==> config.mk <==
export PLATFORM = sky130hd
export DESIGN_NAME = ucb_sample_clock_baud
export DESIGN_NICKNAME = d
export VERILOG_FILES = /design/src/hw/ucb_pkg.sv /design/src/hw/ucb_sample_clock_baud.sv
export VERILOG_INCLUDE_DIRS = /design/src /design/src/hw
export SDC_FILE = /design/constraint.sdc
export NUM_CORES = 1
export LEC_CHECK = 0
export BUFFER_PORTS_ARGS = -buffer_cell sky130_fd_sc_hd__buf_4
export CORE_ASPECT_RATIO = 1.5
export CORE_MARGIN = 1.5
export CORE_UTILIZATION = 50
export DETAILED_ROUTE_END_ITERATION = 16
export GPL_TIMING_DRIVEN = 0
export PLACE_DENSITY = 0.69
export REMOVE_ABC_BUFFERS = 1
export SETUP_SLACK_MARGIN = 0.02
export SYNTH_ARGS = -nofsm -noshare
export SYNTH_HDL_FRONTEND = slang
export SYNTH_SLANG_ARGS = --single-unit
==> constraint.sdc <==
create_clock -name clk -period 9.2 [get_ports clk]
set_clock_uncertainty 0.2 [all_clocks]
set_input_delay 0.92 -clock clk [delete_from_list [all_inputs] [get_ports clk]]
set_output_delay 0.92 -clock clk [all_outputs]
set_load 0.02 [all_outputs]
==> src/hw/ucb_map.svh <==
// Register indices, field positions, reset values and limits for the
// sample clock and baud generator. Included by bare name; holds defines only.
// How it works
// - Sample clock ratio register sits at index 0x02 of the indexed space.
// - Hardware reset clears the ratio register to 0x00, giving sixteen samples per bit.
// - Ratio low nibble 0-3 means sixteen samples; 4-15 means that many.
// - Ratio upper four bits do nothing and read back as zero.
// - Writing 0x01, 0x10 or 0x11 keeps sixteen-times sampling, never isochronous.
// - An isochronous path ignores the ratio setting for its bit timing.
// - Ratio reads return the last written low nibble in every mode.
// - Ratio works without any enhanced-mode enable bit.
// - Divisor one, prescaler unity: bit rate is input clock over sample count.
// - System clock comes from the crystal pin, or alternate pin when selected.
// - Transmit clock arrives on ring indicator, receive clock on data set ready.
// - Selection bit 7 makes transmit isochronous, bit 3 receive, independently.
// - Isochronous mode still frames with start, optional parity and stop bits.
// - Isochronous shifting moves one serial bit per 1x clock cycle.
// - The local 1x bit clock can be driven out on the terminal ready pin.
// - Bit rate is input clock over sample count times divisor times prescaler.
// - Divisor from the high and low latches accepts any value 1 to 65535.
// - Prescaler divides by M plus N eighths, M bits 7:3, N bits 2:0.
// - Modem control bit 7 clear bypasses the prescaler, dividing by one.
`ifndef UCB_MAP_SVH
`define UCB_MAP_SVH

`define UCB_ADDR_W      10
`define UCB_IDX_CPR     8'h01
`define UCB_IDX_TCR     8'h02
`define UCB_IDX_CKS     8'h03
`define UCB_IDX_DIV     8'h08
`define UCB_IDX_MCR     8'h09
`define UCB_IDX_LINE    8'h0A
`define UCB_IDX_TXD     8'h0B
`define UCB_IDX_RXD     8'h0C
`define UCB_IDX_STAT    8'h0D

`define UCB_CKS_ALT     0
`define UCB_CKS_RX_ISO  3
`define UCB_CKS_DTR_CLK 4
`define UCB_CKS_TX_ISO  7
`define UCB_MCR_PRE     7
`define UCB_LINE_PAR    0
`define UCB_LINE_EVEN   1

`define UCB_RST_TCR     4'h0
`define UCB_RST_CPR     8'h20
`define UCB_RST_CKS     8'h00
`define UCB_RST_DIV     16'h0001
`define UCB_SC_DEFAULT  5'h10
`define UCB_SC_MIN      4'h4
`define UCB_CPR_UNITY   8'h08
`define UCB_RESP_OKAY   2'h0
`define UCB_RESP_SLVERR 2'h2

`endif

==> src/hw/ucb_pkg.sv <==
// Types shared by the sample clock and baud generator block.
// Assumes the constants of ucb_map.svh for field widths.
package ucb_pkg;

	typedef enum logic [4:0] {
		UCB_IDLE  = 5'b00001,
		UCB_START = 5'b00010,
		UCB_DATA  = 5'b00100,
		UCB_PAR   = 5'b01000,
		UCB_STOP  = 5'b10000
	} ucb_phase_t;

	typedef struct packed {
		logic crystal_input_pin;
		logic alt_clock_input_pin;
		logic ring_indicator_n;
		logic data_set_ready_n;
		logic serial_in;
	} ucb_pin_in_t;

	typedef struct packed {
		logic serial_out;
		logic dtr_n;
	} ucb_pin_out_t;

	typedef struct packed {
		logic         aw_have;
		logic [9:0]   aw_addr;
		logic         w_have;
		logic [31:0]  wdata;
		logic [3:0]   wstrb;
		logic         bvalid;
		logic [1:0]   bresp;
		logic         rvalid;
		logic [31:0]  rdata;
		logic [1:0]   rresp;
		logic [3:0]   ratio;
		logic [7:0]   clock_prescaler_reg;
		logic [7:0]   clock_selection_reg;
		logic [15:0]  div;
		logic         pre_en;
		logic [1:0]   line;
		ucb_pin_in_t  pin_q;
		logic [8:0]   pre_acc;
		logic [15:0]  div_cnt;
		logic [4:0]   loc_smp;
		ucb_phase_t   tx_ph;
		logic [7:0]   tx_sh;
		logic [2:0]   tx_bit;
		logic         tx_par;
		ucb_phase_t   rx_ph;
		logic [4:0]   rx_smp;
		logic [7:0]   rx_sh;
		logic [2:0]   rx_bit;
		logic         rx_par;
		logic         rx_perr;
		logic [7:0]   rx_data;
		logic         rx_valid;
		logic         rx_ferr;
		ucb_pin_out_t pout;
	} ucb_state_t;

endpackage

==> src/hw/ucb_sample_clock_baud.sv <==
// Sample clock, prescaler, divisor and character framer of one serial channel.
// Assumes serial and clock pins are already synchronous to clk (25 MHz), so
// pin clocks above 12.5 MHz cannot be followed.
//
// Decided for this implementation: the AXI4-Lite register port.
`include "ucb_map.svh"
`timescale 1ns/100ps
`default_nettype none

module ucb_sample_clock_baud
(
	// Clock and reset
	input  wire logic                  clk,
	input  wire logic                  rst_b,
	// AXI4-Lite write
	input  wire logic                  s_axi_awvalid,
	output logic                       s_axi_awready,
	input  wire logic [`UCB_ADDR_W-1:0] s_axi_awaddr,
	input  wire logic                  s_axi_wvalid,
	output logic                       s_axi_wready,
	input  wire logic [31:0]           s_axi_wdata,
	input  wire logic [3:0]            s_axi_wstrb,
	output logic                       s_axi_bvalid,
	input  wire logic                  s_axi_bready,
	output logic [1:0]                 s_axi_bresp,
	// AXI4-Lite read
	input  wire logic                  s_axi_arvalid,
	output logic                       s_axi_arready,
	input  wire logic [`UCB_ADDR_W-1:0] s_axi_araddr,
	output logic                       s_axi_rvalid,
	input  wire logic                  s_axi_rready,
	output logic [31:0]                s_axi_rdata,
	output logic [1:0]                 s_axi_rresp,
	// Pins
	input  wire ucb_pkg::ucb_pin_in_t  pins_in,
	output ucb_pkg::ucb_pin_out_t      pins_out
);
	import ucb_pkg::*;

	ucb_state_t  s_r;
	ucb_state_t  s_nxt;
	logic        aw_go;
	logic        w_go;
	logic        ar_go;
	logic [7:0]  w_idx;
	logic [7:0]  r_idx;
	logic [31:0] rd;
	logic        rd_ok;
	logic [4:0]  sc;
	logic [7:0]  cpr_eff;
	logic [15:0] div_eff;
	logic [8:0]  acc;
	logic        in_tick;
	logic        pre_tick;
	logic        smp_tick;
	logic        loc_tick;
	logic        tx_tick;
	logic        rx_start;
	logic        rx_take;
	logic        rx_iso;
	logic [4:0]  rx_tgt;
	logic        si;

	function automatic logic [4:0] sc_of(input logic [3:0] r);
		return (r < `UCB_SC_MIN) ? `UCB_SC_DEFAULT : {1'b0, r};
	endfunction

	function automatic logic rise(input logic now, input logic was);
		return now & ~was;
	endfunction

	function automatic logic mapped(input logic [`UCB_ADDR_W-1:0] a);
		logic [7:0] i;
		i = a[9:2];
		return (a[1:0] == 2'h0) && (i == `UCB_IDX_CPR || i == `UCB_IDX_TCR
			|| i == `UCB_IDX_CKS || i == `UCB_IDX_DIV || i == `UCB_IDX_MCR
			|| i == `UCB_IDX_LINE || i == `UCB_IDX_TXD || i == `UCB_IDX_RXD
			|| i == `UCB_IDX_STAT);
	endfunction

	// Handshake outputs are combinational; one write and one read in flight
	assign s_axi_awready = !s_r.aw_have && !s_r.bvalid;
	assign s_axi_wready  = !s_r.w_have && !s_r.bvalid;
	assign s_axi_arready = !s_r.rvalid;
	assign s_axi_bvalid  = s_r.bvalid;
	assign s_axi_bresp   = s_r.bresp;
	assign s_axi_rvalid  = s_r.rvalid;
	assign s_axi_rdata   = s_r.rdata;
	assign s_axi_rresp   = s_r.rresp;
	assign pins_out      = s_r.pout;

	assign w_idx = s_r.aw_addr[9:2];
	assign r_idx = s_axi_araddr[9:2];

	always_comb
	begin
		s_nxt = s_r;
		si    = pins_in.serial_in;
		sc    = sc_of(s_r.ratio);
		aw_go = s_axi_awvalid && s_axi_awready;
		w_go  = s_axi_wvalid && s_axi_wready;
		ar_go = s_axi_arvalid && s_axi_arready;

		// Read mux; upper ratio bits are never stored, so they read zero
		rd    = 32'h0000_0000;
		rd_ok = mapped(s_axi_araddr);
		case (r_idx)
			`UCB_IDX_CPR:  rd[7:0] = s_r.clock_prescaler_reg;
			`UCB_IDX_TCR:  rd[3:0] = s_r.ratio;
			`UCB_IDX_CKS:  rd[7:0] = s_r.clock_selection_reg;
			`UCB_IDX_DIV:  rd[15:0] = s_r.div;
			`UCB_IDX_MCR:  rd[`UCB_MCR_PRE] = s_r.pre_en;
			`UCB_IDX_LINE: rd[1:0] = s_r.line;
			`UCB_IDX_RXD:  rd[8:0] = {s_r.rx_valid, s_r.rx_data};
			`UCB_IDX_STAT: rd[12:0] = {sc, 3'h0, s_r.rx_ferr, s_r.rx_perr,
				s_r.rx_valid, s_r.rx_ph != UCB_IDLE, s_r.tx_ph != UCB_IDLE};
			default:       rd = 32'h0000_0000;
		endcase

		if (s_r.bvalid && s_axi_bready)
			s_nxt.bvalid = 1'b0;
		if (s_r.rvalid && s_axi_rready)
			s_nxt.rvalid = 1'b0;
		if (aw_go)
		begin
			s_nxt.aw_have = 1'b1;
			s_nxt.aw_addr = s_axi_awaddr;
		end
		if (w_go)
		begin
			s_nxt.w_have = 1'b1;
			s_nxt.wdata  = s_axi_wdata;
			s_nxt.wstrb  = s_axi_wstrb;
		end
		if (ar_go)
		begin
			s_nxt.rvalid = 1'b1;
			s_nxt.rresp  = rd_ok ? `UCB_RESP_OKAY : `UCB_RESP_SLVERR;
			s_nxt.rdata  = rd_ok ? rd : 32'h0000_0000;
			if (rd_ok && r_idx == `UCB_IDX_RXD)
				s_nxt.rx_valid = 1'b0;
		end

		// Commit a write once address and data are both held
		if (s_r.aw_have && s_r.w_have)
		begin
			s_nxt.aw_have = 1'b0;
			s_nxt.w_have  = 1'b0;
			s_nxt.bvalid  = 1'b1;
			s_nxt.bresp   = mapped(s_r.aw_addr) ? `UCB_RESP_OKAY : `UCB_RESP_SLVERR;
			if (mapped(s_r.aw_addr) && s_r.wstrb[0])
			begin
				case (w_idx)
					`UCB_IDX_CPR:  s_nxt.clock_prescaler_reg = s_r.wdata[7:0];
					`UCB_IDX_TCR:  s_nxt.ratio = s_r.wdata[3:0];
					`UCB_IDX_CKS:  s_nxt.clock_selection_reg = s_r.wdata[7:0];
					`UCB_IDX_DIV:  s_nxt.div[7:0] = s_r.wdata[7:0];
					`UCB_IDX_MCR:  s_nxt.pre_en = s_r.wdata[`UCB_MCR_PRE];
					`UCB_IDX_LINE: s_nxt.line = s_r.wdata[1:0];
					`UCB_IDX_TXD:
						// A character written while busy is dropped
						if (s_r.tx_ph == UCB_IDLE)
						begin
							s_nxt.tx_sh  = s_r.wdata[7:0];
							s_nxt.tx_ph  = UCB_START;
							s_nxt.tx_bit = 3'h0;
							s_nxt.tx_par = 1'b0;
						end
					default: ;
				endcase
			end
			if (mapped(s_r.aw_addr) && s_r.wstrb[1] && w_idx == `UCB_IDX_DIV)
				s_nxt.div[15:8] = s_r.wdata[15:8];
		end

		// Input clock edge from the selected source pin
		s_nxt.pin_q = pins_in;
		in_tick = s_r.clock_selection_reg[`UCB_CKS_ALT]
			? rise(pins_in.alt_clock_input_pin, s_r.pin_q.alt_clock_input_pin)
			: rise(pins_in.crystal_input_pin, s_r.pin_q.crystal_input_pin);

		// Fractional prescaler: accumulate eighths, M below one acts as unity
		cpr_eff  = (s_r.clock_prescaler_reg < `UCB_CPR_UNITY) ? `UCB_CPR_UNITY : s_r.clock_prescaler_reg;
		pre_tick = 1'b0;
		acc      = s_r.pre_acc + 9'h008;
		if (in_tick)
		begin
			if (!s_r.pre_en)
				pre_tick = 1'b1;
			else
			begin
				if (acc >= {1'b0, cpr_eff})
				begin
					pre_tick = 1'b1;
					acc      = acc - {1'b0, cpr_eff};
				end
				s_nxt.pre_acc = acc;
			end
		end

		// Divisor; a zero latch behaves as one
		div_eff  = (s_r.div == 16'h0000) ? 16'h0001 : s_r.div;
		smp_tick = 1'b0;
		if (pre_tick)
		begin
			if (s_r.div_cnt >= div_eff - 16'h0001)
			begin
				smp_tick      = 1'b1;
				s_nxt.div_cnt = 16'h0000;
			end
			else
				s_nxt.div_cnt = s_r.div_cnt + 16'h0001;
		end

		// Local 1x bit clock: sc sample ticks per bit
		loc_tick = 1'b0;
		if (smp_tick)
		begin
			if (s_r.loc_smp >= sc - 5'h01)
			begin
				loc_tick      = 1'b1;
				s_nxt.loc_smp = 5'h00;
			end
			else
				s_nxt.loc_smp = s_r.loc_smp + 5'h01;
		end
		s_nxt.pout.dtr_n = s_r.clock_selection_reg[`UCB_CKS_DTR_CLK]
			? (s_nxt.loc_smp < (sc >> 1)) : 1'b1;

		// Transmitter
		tx_tick = s_r.clock_selection_reg[`UCB_CKS_TX_ISO]
			? rise(pins_in.ring_indicator_n, s_r.pin_q.ring_indicator_n)
			: loc_tick;
		if (tx_tick)
		begin
			unique case (s_r.tx_ph)
				UCB_IDLE:  s_nxt.pout.serial_out = 1'b1;
				UCB_START:
				begin
					s_nxt.pout.serial_out = 1'b0;
					s_nxt.tx_ph = UCB_DATA;
				end
				UCB_DATA:
				begin
					s_nxt.pout.serial_out = s_r.tx_sh[0];
					s_nxt.tx_sh  = {1'b0, s_r.tx_sh[7:1]};
					s_nxt.tx_par = s_r.tx_par ^ s_r.tx_sh[0];
					s_nxt.tx_bit = s_r.tx_bit + 3'h1;
					if (s_r.tx_bit == 3'h7)
						s_nxt.tx_ph = s_r.line[`UCB_LINE_PAR] ? UCB_PAR : UCB_STOP;
				end
				UCB_PAR:
				begin
					s_nxt.pout.serial_out = s_r.tx_par ^ ~s_r.line[`UCB_LINE_EVEN];
					s_nxt.tx_ph = UCB_STOP;
				end
				UCB_STOP:
				begin
					s_nxt.pout.serial_out = 1'b1;
					s_nxt.tx_ph = UCB_IDLE;
				end
			endcase
		end

		// Receiver; isochronous samples on each data set ready rising edge
		rx_iso   = s_r.clock_selection_reg[`UCB_CKS_RX_ISO]
			&& rise(pins_in.data_set_ready_n, s_r.pin_q.data_set_ready_n);
		rx_start = s_r.clock_selection_reg[`UCB_CKS_RX_ISO] ? rx_iso : smp_tick;
		rx_tgt   = (s_r.rx_ph == UCB_START) ? (sc >> 1) : sc;
		rx_take  = s_r.clock_selection_reg[`UCB_CKS_RX_ISO] ? rx_iso
			: (smp_tick && s_r.rx_smp >= rx_tgt - 5'h01);
		if (s_r.rx_ph == UCB_IDLE)
		begin
			if (rx_start && !si)
			begin
				s_nxt.rx_ph  = s_r.clock_selection_reg[`UCB_CKS_RX_ISO] ? UCB_DATA : UCB_START;
				s_nxt.rx_smp = 5'h00;
				s_nxt.rx_bit = 3'h0;
				s_nxt.rx_par = 1'b0;
			end
		end
		else if (rx_take)
		begin
			s_nxt.rx_smp = 5'h00;
			unique case (s_r.rx_ph)
				UCB_START:
					// A start bit gone high by mid-bit was a glitch
					s_nxt.rx_ph = si ? UCB_IDLE : UCB_DATA;
				UCB_DATA:
				begin
					s_nxt.rx_sh  = {si, s_r.rx_sh[7:1]};
					s_nxt.rx_par = s_r.rx_par ^ si;
					s_nxt.rx_bit = s_r.rx_bit + 3'h1;
					if (s_r.rx_bit == 3'h7)
						s_nxt.rx_ph = s_r.line[`UCB_LINE_PAR] ? UCB_PAR : UCB_STOP;
				end
				UCB_PAR:
				begin
					s_nxt.rx_par = s_r.rx_par ^ si ^ ~s_r.line[`UCB_LINE_EVEN];
					s_nxt.rx_ph  = UCB_STOP;
				end
				UCB_STOP:
				begin
					s_nxt.rx_data  = s_r.rx_sh;
					s_nxt.rx_valid = 1'b1;
					s_nxt.rx_ferr  = !si;
					s_nxt.rx_perr  = s_r.line[`UCB_LINE_PAR] && s_r.rx_par;
					s_nxt.rx_ph    = UCB_IDLE;
				end
				UCB_IDLE: s_nxt.rx_ph = UCB_IDLE;
			endcase
		end
		else if (smp_tick && !s_r.clock_selection_reg[`UCB_CKS_RX_ISO])
			s_nxt.rx_smp = s_r.rx_smp + 5'h01;
	end

	always_ff @(posedge clk)
	begin
		if (!rst_b)
		begin
			s_r                 <= '0;
			s_r.ratio           <= `UCB_RST_TCR;
			s_r.clock_prescaler_reg             <= `UCB_RST_CPR;
			s_r.clock_selection_reg             <= `UCB_RST_CKS;
			s_r.div             <= `UCB_RST_DIV;
			s_r.tx_ph           <= UCB_IDLE;
			s_r.rx_ph           <= UCB_IDLE;
			s_r.pin_q           <= '1;
			s_r.pout.serial_out <= 1'b1;
			s_r.pout.dtr_n      <= 1'b1;
		end
		else
			s_r <= s_nxt;
	end

endmodule

`default_nettype wire

==> run summary <==
Reg2Reg Capture Point = s_r[35]$_SDFF_PN0_
Vert. Die Dim = 171 um
Core area = 18500 sq um
R2R Setup Slk = 2.82 ns
Simple-Gate Fraction of Synth Area = 22.2%
Root Buffer = clkbuf_16
Grt total ovfl = 0
Yosys reg bits = 175
Total GRT Usage = 24.4%
GPL Wtd Cong = 0.852
Complex-gate fraction of the synthesized area = 17.7%
R2R depth = 20
WHS Path Cells = 2
PwrDens = 153 nW/um^2
H-tree levels = 4
Fmax = 157 MHz
Area grow syn2layout = 11.3%
Avg Cell Area, Syn = 8.22 sq um
Wire length per cell = 16.4 um
Setup WS post-layout = 2.82 ns
Peak supply drop = 0.000121 V
CP Class = register to register
Leak Pwr = 4.21 nW
Most common cell in the netlist = dfxtp_1
CP Capture Type = register
XOR/XNOR Fraction of Synth Area = 3.46%
Port-buffer cells = 74
Initial core utilization = 50.7%
Die Wd = 115 um
Final Setup Violations = 0
Worst EP arrival = 6.54 ns
Wl on met1 = 9650 um
# nets final = 1277
Met3 wire len = 866 um
CTS Hold Buffers Added = 0
Worst Tran Pin Value = 1.22 ns
Max Cap Violations = 0
RSZ-0062 raised after global routing = false
Pre-CTS setup slack = 2.59 ns
Worst Hold Path EP = s_axi_rdata[9]$_SDFFE_PN0P_
Clock-pin slew on the worst setup and hold paths = 0.07 ns
Yosys warns = 0
Top Layer Used = met4
Clock Path Buffers = 2
Synth area leaders = dfxtp_1, ha_1, mux2i_1
Top FF cell, synth = dfxtp_1
Post-synthesis adder-cell area fraction = 6.50%
Fraction of the cycle the final worst path needs = 69.4%
Gate Count Post-Synth = 1139
Status = completed
Largest net degree at the start of global routing = 84
Share of post-route cells with drive strength above 1 = 11.3%
Filler cells = 1781
DR vias/cell = 5.66
Global-route wire length before repair = 37300 um
Mux cell area share after synthesis = 6.12%
Vias = 8059
Routed Antenna Nets = 0
Synth async-reset ratio = 0%
Yosys cell types = 73
CP required = 9.36 ns
Hold/Removal Path Class = register to register
Largest family of logic cells by synthesized area = simple AND/OR/NAND/NOR gates
Die area = 19600 sq um
EDFF count, synth = 0
Worst setup SP type = register
CTS buffer count = 17
Area of the multi-input gates = 5320 sq um
Final min period = 6.38 ns
Rel. slew slack = 17.6%
Final hold violation count = 0
FP Rows = 61
DRC viols = 0
Slew Limit Fails = 0
CTS resizes = 0
Initial antenna violation count = 0
First-pass detailed-route iteration total = 7
Placed wire-length estimate = 17200 um
Antenna Cells = 0
Final setup TNS = 0 ns
CP max FO = 23
CTS Sinks = 175
Cell taking the most area after synthesis = dfxtp_1
HP Start = s_axi_rdata[9]$_SDFFE_PN0P_
Routed wire length = 23400 um
Post CTS Setup Buffer Count = 0
Post-synthesis sequential area ratio = 37.4%
CTS tree = built
Register area = 3500 sq um
I/O pin count = 111
Synth cell count leaders = dfxtp_1, nand2_1, nor2_1
Worst skew pair latency = 0.44 ns
Syn Std Cell Area = 9360 sq um
Vias in the first global route = 7404
Met2 wire length = 12100 um
Worst R2R Start = s_r[94]$_SDFFE_PN0P_
Iter 0 DRT Violations = 558
Final hold slack = 0.251 ns
Yosys top cell area share = 37.4%
final cells by class:
class,instances,area share (%)
multi-input cells,859,51.0
flip-flops and latches,175,33.6
repair buffers,76,5.67
clock buffers,18,4.22
well taps,252,3.03
clock inverters,13,1.24
inverters,32,1.18
worst max-delay path by stage:
stage | end | cells after the start | slack, ns | startpoint
detailed placement | s_r[35]$_SDFF_PN0_ | 20 | 2.59 | s_r[94]$_SDFFE_PN0P_
CTS | s_r[35]$_SDFF_PN0_ | 20 | 2.55 | s_r[94]$_SDFFE_PN0P_
global route | s_r[35]$_SDFF_PN0_ | 20 | 2.57 | s_r[94]$_SDFFE_PN0P_
floorplan | s_r[35]$_SDFF_PN0_ | 19 | 3.59 | s_r[94]$_SDFFE_PN0P_
finish | s_r[35]$_SDFF_PN0_ | 20 | 2.82 | s_r[94]$_SDFFE_PN0P_
global placement | s_r[35]$_SDFF_PN0_ | 19 | 2.53 | s_r[94]$_SDFFE_PN0P_
per-stage QoR:
| stage | instances | total power (W) | utilization, % | instance area (sq um) |
|---|---|---|---|---|
| 2_1_floorplan | 1066 | 0.000854 | - | 8930 |
| 3_3_place_gp | 1392 | 0.000900 | 53.1 | 9800 |
| 3_5_place_dp | 1394 | 0.000903 | 53.3 | 9840 |
| 4_1_cts | 1425 | 0.00161 | 56.4 | 10400 |
| 5_1_grt | 1425 | 0.00165 | 56.4 | 10400 |
| 6_report | 1425 | 0.00159 | 56.4 | 10400 |
placed cells by master, fill, tap and decap left out, types with 18 or more instances in the layout:
cell      instances
nand3_1          41
o21ai_0          56
mux2i_1          55
a22oi_1          21
buf_4            75
ha_1             47
nand2b_1         22
nand2_1         126
nor2_1          124
nor3_1           25
dfxtp_1         175
conb_1           18
a21oi_1         105
inv_1            31
xnor2_1          25
report_power, final:
group	internal [W]	switching, W
Clock	0.000384	0.000322
Sequential	0.000770	0.0000144
Combinational	0.0000367	0.0000652
sequential cells by signal, indices dropped and copies added, names as in the netlist:
name,count
pins_out,2
s_axi_bresp,1
s_axi_bvalid,1
s_axi_rdata,16
s_axi_rresp,1
s_axi_rvalid,1
s_r,153
kinds of logic after synthesis:
kind of cell               Yosys count
other                                1
muxes                               57
adders and majority gates           48
and+or+nand+nor                    430
AOI/OAI and AO/OA                  269
xor gates and xnor gates            37
DFF                                175
buffers and inverters              122
worst max-delay path, cell delays in order (launching register included):
cell,delay [ns]
dfxtp_1,0.40
or3_4,0.43
or3_4,0.34
or3_4,0.34
or3_4,0.35
or4_2,0.57
nor2_1,0.16
nor2_1,0.08
ha_1,0.22
nand2_1,0.21
nor3_1,0.11
xnor2_1,0.15
ha_1,0.30
nand2_1,0.05
o21a_1,0.18
a21oi_1,0.19
o21ai_0,0.26
a211oi_2,0.62
o21ai_2,0.40
or3b_2,0.55
a31oi_1,0.16
per-layer routing:
metal / vias up / track usage (%)
li1: 4029 / -
met1: 3817 / 28.1
met2: 160 / 43.5
met3: 53 / 4.64
met4: 0 / 11.1
met5: - / 0
Power figures use the tool's default switching activity.
